==> src/tcw_pkg.sv <==
package tcw_pkg;

   // ---------------------------------------------------------------
   // Waveform modes
   // ---------------------------------------------------------------
   localparam logic [1:0] WAVE_NORMAL    = 2'h0;
   localparam logic [1:0] WAVE_PHASE_PWM = 2'h1;
   localparam logic [1:0] WAVE_CLEAR     = 2'h2;
   localparam logic [1:0] WAVE_FAST_PWM  = 2'h3;

   // ---------------------------------------------------------------
   // Compare output actions
   // ---------------------------------------------------------------
   localparam logic [1:0] OUT_NONE   = 2'h0;
   localparam logic [1:0] OUT_TOGGLE = 2'h1;
   localparam logic [1:0] OUT_CLEAR  = 2'h2;
   localparam logic [1:0] OUT_SET    = 2'h3;

   // ---------------------------------------------------------------
   // Counter limits and reset values
   // ---------------------------------------------------------------
   localparam logic [7:0] COUNT_BOTTOM  = 8'h00;
   localparam logic [7:0] COUNT_MAX     = 8'hFF;
   localparam logic [7:0] COUNT_RESET   = 8'h00;
   localparam logic [7:0] COMPARE_RESET = 8'h00;
   localparam logic       OUTPUT_RESET  = 1'b0;

   // ---------------------------------------------------------------
   // Prescale selections and divide masks (tick when low bits all set)
   // ---------------------------------------------------------------
   localparam logic [2:0] PRESC_STOP  = 3'h0;
   localparam logic [2:0] PRESC_1     = 3'h1;
   localparam logic [2:0] PRESC_8     = 3'h2;
   localparam logic [2:0] PRESC_64    = 3'h3;
   localparam logic [2:0] PRESC_256   = 3'h4;
   localparam logic [2:0] PRESC_1024  = 3'h5;
   localparam int         PRESC_BITS  = 10;
   localparam logic [9:0] MASK_8      = 10'h007;
   localparam logic [9:0] MASK_64     = 10'h03F;
   localparam logic [9:0] MASK_256    = 10'h0FF;
   localparam logic [9:0] MASK_1024   = 10'h3FF;

endpackage

==> src/tcw_timer8.sv <==
`timescale 1ns/1ps
module tcw_timer8 #(
   parameter int PRESC_WIDTH = tcw_pkg::PRESC_BITS
) (
   input  wire logic       clock,
   input  wire logic       rstn,
   input  wire logic [1:0] waveform_mode,
   input  wire logic [1:0] compare_output_mode,
   input  wire logic [2:0] prescale_select,
   input  wire logic       force_compare_strobe,
   input  wire logic       counter_write,
   input  wire logic [7:0] counter_write_data,
   input  wire logic       compare_write,
   input  wire logic [7:0] compare_write_data,
   input  wire logic       overflow_flag_clear,
   input  wire logic       overflow_int_ack,
   input  wire logic       compare_flag_clear,
   input  wire logic       compare_int_ack,
   input  wire logic       port_latch,
   input  wire logic       compare_pin_direction,
   output logic            pin_out,
   output logic            pin_oe,
   output logic            compare_output,
   output logic [7:0]      counter_value,
   output logic [7:0]      compare_value,
   output logic [7:0]      compare_buffer,
   output logic            overflow_flag,
   output logic            compare_flag
);

   // ---------------------------------------------------------------
   // Elaboration check
   // ---------------------------------------------------------------
   if (PRESC_WIDTH != tcw_pkg::PRESC_BITS) begin : g_bad_width
      $error("prescaler width must match the divide masks");
   end

   // ---------------------------------------------------------------
   // Prescaler
   // ---------------------------------------------------------------
   logic [PRESC_WIDTH-1:0] presc_reg;
   logic                   timer_tick;

   // Divider never restarts, so a new selection may shorten the first tick
   always_ff @(posedge clock or negedge rstn) begin
      if (!rstn) begin
         presc_reg <= '0;
      end else begin
         presc_reg <= presc_reg + 1'b1;
      end
   end

   always_comb begin
      case (prescale_select)
         tcw_pkg::PRESC_1:    timer_tick = 1'b1;
         tcw_pkg::PRESC_8:    timer_tick = (presc_reg & tcw_pkg::MASK_8) == tcw_pkg::MASK_8;
         tcw_pkg::PRESC_64:   timer_tick = (presc_reg & tcw_pkg::MASK_64) == tcw_pkg::MASK_64;
         tcw_pkg::PRESC_256:  timer_tick = (presc_reg & tcw_pkg::MASK_256) == tcw_pkg::MASK_256;
         tcw_pkg::PRESC_1024: timer_tick = presc_reg == tcw_pkg::MASK_1024;
         default:             timer_tick = 1'b0;
      endcase
   end

   // ---------------------------------------------------------------
   // Mode decode
   // ---------------------------------------------------------------
   function automatic logic is_pwm(input logic [1:0] mode);
      is_pwm = (mode == tcw_pkg::WAVE_FAST_PWM) || (mode == tcw_pkg::WAVE_PHASE_PWM);
   endfunction

   logic       block_reg;
   logic       match;
   logic       at_max;
   logic       wrap_pwm;
   logic [7:0] counter_next;

   // Blocking survives a stopped timer until the next real tick
   assign match    = (counter_value == compare_value) && !block_reg;
   assign at_max   = counter_value == tcw_pkg::COUNT_MAX;
   assign wrap_pwm = timer_tick && at_max && !counter_write
                     && waveform_mode == tcw_pkg::WAVE_FAST_PWM;

   // ---------------------------------------------------------------
   // Counter
   // ---------------------------------------------------------------
   always_comb begin
      counter_next = counter_value + 8'h01;
      if (waveform_mode == tcw_pkg::WAVE_CLEAR && match) begin
         counter_next = tcw_pkg::COUNT_BOTTOM;
      end
   end

   always_ff @(posedge clock or negedge rstn) begin
      if (!rstn) begin
         counter_value <= tcw_pkg::COUNT_RESET;
      end else if (counter_write) begin
         counter_value <= counter_write_data;
      end else if (timer_tick) begin
         counter_value <= counter_next;
      end
   end

   always_ff @(posedge clock or negedge rstn) begin
      if (!rstn) begin
         block_reg <= 1'b0;
      end else if (counter_write) begin
         block_reg <= 1'b1;
      end else if (timer_tick) begin
         block_reg <= 1'b0;
      end
   end

   // ---------------------------------------------------------------
   // Compare value and its buffer
   // ---------------------------------------------------------------
   always_ff @(posedge clock or negedge rstn) begin
      if (!rstn) begin
         compare_buffer <= tcw_pkg::COMPARE_RESET;
      end else if (compare_write) begin
         compare_buffer <= compare_write_data;
      end
   end

   // Reload at top keeps fast PWM pulses whole; a write landing with the reload wins
   always_ff @(posedge clock or negedge rstn) begin
      if (!rstn) begin
         compare_value <= tcw_pkg::COMPARE_RESET;
      end else if (!is_pwm(waveform_mode) && compare_write) begin
         compare_value <= compare_write_data;
      end else if (wrap_pwm) begin
         compare_value <= compare_write ? compare_write_data : compare_buffer;
      end
   end

   // ---------------------------------------------------------------
   // Flags: a set in the same cycle as a clear wins
   // ---------------------------------------------------------------
   always_ff @(posedge clock or negedge rstn) begin
      if (!rstn) begin
         overflow_flag <= 1'b0;
      end else if (timer_tick && at_max && !counter_write) begin
         overflow_flag <= 1'b1;
      end else if (overflow_flag_clear || overflow_int_ack) begin
         overflow_flag <= 1'b0;
      end
   end

   always_ff @(posedge clock or negedge rstn) begin
      if (!rstn) begin
         compare_flag <= 1'b0;
      end else if (timer_tick && match) begin
         compare_flag <= 1'b1;
      end else if (compare_flag_clear || compare_int_ack) begin
         compare_flag <= 1'b0;
      end
   end

   // ---------------------------------------------------------------
   // Compare output register
   // ---------------------------------------------------------------
   logic match_act;
   logic force_act;

   assign match_act = timer_tick && match;
   assign force_act = force_compare_strobe && !is_pwm(waveform_mode);

   always_ff @(posedge clock or negedge rstn) begin
      if (!rstn) begin
         compare_output <= tcw_pkg::OUTPUT_RESET;
      end else if (waveform_mode == tcw_pkg::WAVE_FAST_PWM) begin
         // Bottom outranks match so compare at max holds a steady level
         if (wrap_pwm && compare_output_mode == tcw_pkg::OUT_CLEAR) begin
            compare_output <= 1'b1;
         end else if (wrap_pwm && compare_output_mode == tcw_pkg::OUT_SET) begin
            compare_output <= 1'b0;
         end else if (match_act) begin
            case (compare_output_mode)
               tcw_pkg::OUT_TOGGLE: compare_output <= !compare_output;
               tcw_pkg::OUT_CLEAR:  compare_output <= 1'b0;
               tcw_pkg::OUT_SET:    compare_output <= 1'b1;
               default:             compare_output <= compare_output;
            endcase
         end
      end else if (waveform_mode != tcw_pkg::WAVE_PHASE_PWM && (match_act || force_act)) begin
         case (compare_output_mode)
            tcw_pkg::OUT_TOGGLE: compare_output <= !compare_output;
            tcw_pkg::OUT_CLEAR:  compare_output <= 1'b0;
            tcw_pkg::OUT_SET:    compare_output <= 1'b1;
            default:             compare_output <= compare_output;
         endcase
      end
   end

   // ---------------------------------------------------------------
   // Pin override
   // ---------------------------------------------------------------
   assign pin_out = (|compare_output_mode) ? compare_output : port_latch;
   assign pin_oe  = compare_pin_direction;

   // ---------------------------------------------------------------
   // Checks
   // ---------------------------------------------------------------
   a_ovf_at_max: assert property (@(posedge clock) disable iff (!rstn)
      timer_tick && at_max && !counter_write |=> overflow_flag && counter_value == 8'h00)
      else $error("overflow flag not set on wrap to zero");

   a_ctc_clear: assert property (@(posedge clock) disable iff (!rstn)
      timer_tick && match && !counter_write && waveform_mode == tcw_pkg::WAVE_CLEAR
      |=> counter_value == 8'h00 && compare_flag)
      else $error("clear-on-match did not clear counter");

   a_ctc_toggle: assert property (@(posedge clock) disable iff (!rstn)
      timer_tick && match && waveform_mode == tcw_pkg::WAVE_CLEAR
      && compare_output_mode == tcw_pkg::OUT_TOGGLE |=> compare_output != $past(compare_output))
      else $error("toggle missing on match");

   a_write_priority: assert property (@(posedge clock) disable iff (!rstn)
      counter_write |=> counter_value == $past(counter_write_data))
      else $error("counter write lost to counting");

   a_match_blocked: assert property (@(posedge clock) disable iff (!rstn)
      counter_write ##1 (timer_tick && !counter_write && !compare_flag_clear && !compare_int_ack)
      |=> compare_flag == $past(compare_flag))
      else $error("match not blocked after counter write");

   a_force_no_flag: assert property (@(posedge clock) disable iff (!rstn)
      force_compare_strobe && !timer_tick && waveform_mode == tcw_pkg::WAVE_NORMAL
      && compare_output_mode == tcw_pkg::OUT_TOGGLE && !compare_flag_clear && !compare_int_ack
      |=> compare_output != $past(compare_output) && compare_flag == $past(compare_flag))
      else $error("forced compare misbehaved");

   a_pwm_bottom_set: assert property (@(posedge clock) disable iff (!rstn)
      wrap_pwm && compare_output_mode == tcw_pkg::OUT_CLEAR |=> compare_output)
      else $error("non-inverted PWM not set at bottom");

   a_pin_source: assert property (@(posedge clock) disable iff (!rstn)
      compare_output_mode != tcw_pkg::OUT_NONE |-> pin_out == compare_output)
      else $error("pin not driven by compare output");

   a_pwm_reload: assert property (@(posedge clock) disable iff (!rstn)
      wrap_pwm && !compare_write |=> compare_value == $past(compare_buffer))
      else $error("compare buffer not reloaded at top");

   a_tick_full: assert property (@(posedge clock) disable iff (!rstn)
      prescale_select == tcw_pkg::PRESC_1 && !counter_write
      && waveform_mode == tcw_pkg::WAVE_NORMAL |=> counter_value == $past(counter_value) + 8'h01)
      else $error("undivided tick did not count");

   a_reset_clears: assert property (@(posedge clock)
      !rstn ##1 !rstn |-> counter_value == tcw_pkg::COUNT_RESET && !compare_output
      && !overflow_flag && !compare_flag)
      else $error("reset did not clear the timer state");

   a_pin_latch: assert property (@(posedge clock) disable iff (!rstn)
      compare_output_mode == tcw_pkg::OUT_NONE |-> pin_out == port_latch)
      else $error("pin not driven by port latch");

   a_stop_holds: assert property (@(posedge clock) disable iff (!rstn)
      !timer_tick && !counter_write |=> counter_value == $past(counter_value))
      else $error("counter moved without a tick");

   a_pwm_wrap_zero: assert property (@(posedge clock) disable iff (!rstn)
      wrap_pwm |=> counter_value == tcw_pkg::COUNT_BOTTOM)
      else $error("fast PWM did not restart from bottom");

   a_pwm_match_clear: assert property (@(posedge clock) disable iff (!rstn)
      match_act && !wrap_pwm && waveform_mode == tcw_pkg::WAVE_FAST_PWM
      && compare_output_mode == tcw_pkg::OUT_CLEAR |=> !compare_output)
      else $error("non-inverted PWM not cleared on match");

   a_flag_set_wins: assert property (@(posedge clock) disable iff (!rstn)
      timer_tick && match |=> compare_flag)
      else $error("compare flag not set on match");

   a_ovf_cleared: assert property (@(posedge clock) disable iff (!rstn)
      (overflow_flag_clear || overflow_int_ack) && !(timer_tick && at_max && !counter_write)
      |=> !overflow_flag)
      else $error("overflow flag not cleared");

endmodule

==> config.mk <==
export PLATFORM = sky130hd
export DESIGN_NAME = tcw_timer8
export DESIGN_NICKNAME = d
export VERILOG_FILES = /design/src/tcw_pkg.sv /design/src/tcw_timer8.sv
export SDC_FILE = /design/constraint.sdc
export NUM_CORES = 1
export LEC_CHECK = 0
export ABC_CLOCK_PERIOD_IN_PS = 2800
export BUFFER_PORTS_ARGS = -buffer_cell sky130_fd_sc_hd__buf_4
export CELL_PAD_IN_SITES_DETAIL_PLACEMENT = 0
export CELL_PAD_IN_SITES_GLOBAL_PLACEMENT = 2
export CORE_MARGIN = 2
export CORE_UTILIZATION = 23
export CTS_BUF_LIST = sky130_fd_sc_hd__clkbuf_16
export DETAILED_ROUTE_END_ITERATION = 16
export PLACE_DENSITY = 0.7
export SYNTH_ARGS = -nofsm -noshare
export SYNTH_HDL_FRONTEND = slang
export SYNTH_SLANG_ARGS = --single-unit
==> constraint.sdc <==
create_clock -name clock -period 2.8 [get_ports clock]
set_input_delay 0.14 -clock clock [delete_from_list [all_inputs] [get_ports clock]]
set_output_delay 0.14 -clock clock [all_outputs]
set_load 0.1 [all_outputs]
==> results by group <==
Run status
  • Status: finished, final reports clean

Layout
  • Most common cell after layout, fill and taps aside: buf_4
  • Most frequent cells in the layout: buf_4, dfrtp_1, mux2_2
  • Finished Cell Area: 2660 µm²
  • P&R area growth vs syn: 39.5%
  • Layout cells sized above 1: 0.371
  • ANT cells: 0
  • Final core occ: 0.327
  • Nets@finish: 276
  • Largest register FFs: 10

CTS
  • Clock Tree Buf Depth: 2
  • CTS Sinks: 38
  • Clk_lat worst skew: 0.28 ns
  • Clk Tree Root Cell: clkbuf_16
  • CTS tree: yes
  • H-tree depth: 2
  • Total CTS buffers: 5
  • Worst-path clk slew: 0.06 ns
  • Resize count post-CTS: 0

Timing
  • Crit path time final: 2.41 ns
  • Worst slew pin tran: 0.662 ns
  • Slew Viols, Final: 0
  • Final period utilization: 0.860
  • TNS Setup: 0 ns
  • Clk_skew: 0.00663 ns
  • Final Hold Slack: 0.0672 ns
  • Hold Fails Final Rpt: 0
  • Fmax: 415 MHz
  • RSZ-0062 raised after global routing: no
  • Finish-stage setup viols: 0
  • Max transition margin: 0.554

GRT
  • Initial antenna violation count: 0
  • Vias in the first global route: 1536
  • GRT overflow: 0
  • Largest net degree at the start of global routing: 39
  • GR Util All Layers: 0.110
  • First-pass GRT wire length: 7680 µm

Detailed routing
  • Pre-Repair DR Iteration Count: 4
  • DRC violations left: 0
  • DR vias/cell: 4.37
  • Final WL: 4750 µm
  • Total number of vias: 1506
  • Post-DRT Antenna Nets: 0
  • Initial DRC count: 21
  • WL/cell: 13.8 µm

Worst setup path
  • Crit end category: register
  • Startpoint types: register
  • Worst EP arrival: 2.57 ns
  • Crit Path Category: register to register
  • Crit Path Max Fanout: 8
  • Req. time, crit path: 2.96 ns

Floorplan
  • Die Height: 95.1 µm
  • I/O pins: 63
  • DIE AREA: 9030 µm²
  • Starting density of the core: 0.234
  • Core Region: 8130 µm²
  • Die Wd: 95.1 µm
  • Site Rows: 33

Yosys
  • Synth cell types: 35
  • Syn avg cell area: 10.8 µm²
  • Syn Inst Count: 177
  • YS warnings: 0
  • Synthesized flop and latch total: 38
  • Cell Area, Synth: 1910 µm²
  • Register area share after synthesis: 0.499
  • Post-synth EDFFs: 0
  • Top FF cell, synth: dfrtp_1
  • Synthesized net count: 214
  • Ys async rst share: 1.00

Placement
  • Final HPWL DP: 3560 µm
  • Placed instance area: 2460 µm²
  • Input/output buffers: 60
  • Final Wtd Congestion: 0.748

Min path
  • Hold Crit Class: input pin to register

Power
  • Pwr/cell area: 761 nW/µm²
  • VDD IR max: 0.341 mV
  • LEAKAGE: 1.20 nW
  • Power Total: 2.02 mW

Job
  • Max-cap violation count: 0
==> what timing repair did <==
| action | CTS | global route |
|---|---|---|
| setup buffers | 0 | 0 |
| endpoints found under the hold margin | 38 | 0 |
| hold buffers | 1 | 0 |
==> final cells by class <==
cell class                 count  area (µm²)
inverter                       3        11.3
fill                         851        5470
sequential                    38         951
timing repair buffer          61         460
multi-input combinational    130         917
clock inverter                 3        63.8
clock buffer                   5         125
tap                          105         131
==> per-stage QoR <==
step           setup WS, ns  instances
2_1_floorplan         0.138        177
6_report              0.393        345
3_5_place_dp          0.403        336
3_3_place_gp          0.421        336
4_1_cts               0.381        345
5_1_grt               0.237        345
==> worst max-delay path: stages (launching register included) <==
cell and delay, ns:
dfrtp_1 0.45, ha_1 0.23, nand3_1 0.14, nor4_1 0.63, nand2_1 0.19, o2bb2ai_4 0.29, mux2_2 0.37
==> path summary, 6_finish.rpt <==
| check | slack, ns | cells past startpoint | startpoint | end |
|---|---|---|---|---|
| hold reg to reg | 0.45 | 1 | presc_reg[0] | presc_reg[0] |
| max in group asynchronous | 2.08 | 2 | rstn | compare_output |
| setup / recovery | 0.39 | 6 | counter_value[1] | compare_value[0] |
| min in group asynchronous | 0.38 | 2 | rstn | compare_buffer[3] |
| hold / removal | 0.07 | 3 | counter_write_data[4] | counter_value[4] |
| setup reg to reg | 0.39 | 6 | counter_value[1] | compare_value[0] |
==> where the power goes <==
part           total [mW]  switching (mW)  internal, mW
combinational       0.645           0.482         0.163
clock               0.725           0.218         0.507
sequential          0.655          0.0564         0.599
total                2.02           0.756          1.27
==> layer usage <==
layer / part of all wire / GRT usage / routed length [µm]
met5: 0 / 0 / 0
met2: 0.46 / 0.173 / 2200
met3: 0.059 / 0.0364 / 280
met1: 0.47 / 0.146 / 2250
met4: 0.0050 / 0.0326 / 24
==> synth_stat cells (all sizes together), types with 3 or more instances <==
| cell type | instances | share of area |
|---|---|---|
| a22oi | 6 | 0.024 |
| clkbuf | 4 | 0.0079 |
| and3 | 6 | 0.020 |
| nor3 | 4 | 0.010 |
| nand2 | 17 | 0.037 |
| dfrtp | 38 | 0.50 |
| xor2 | 12 | 0.055 |
| nor2b | 6 | 0.020 |
| nor2 | 13 | 0.026 |
| o21ai | 15 | 0.039 |
| ha | 3 | 0.020 |
| inv | 3 | 0.0059 |
| nand3 | 7 | 0.018 |
| xnor2 | 3 | 0.014 |
| mux2 | 17 | 0.10 |
==> kinds of logic after synthesis <==
kind of cell | Yosys count | share of synthesized area
multiplexers | 17 | 0.100
AND/OR/NAND/NOR | 58 | 0.152
flip-flops | 38 | 0.499
XOR/XNOR | 15 | 0.0689
AO/OA/AOI/OAI | 37 | 0.140
adder cells (fa/ha/maj) | 3 | 0.0197
buffers and inverters | 9 | 0.0203
Note: power is estimated with default switching activity, not from simulation.
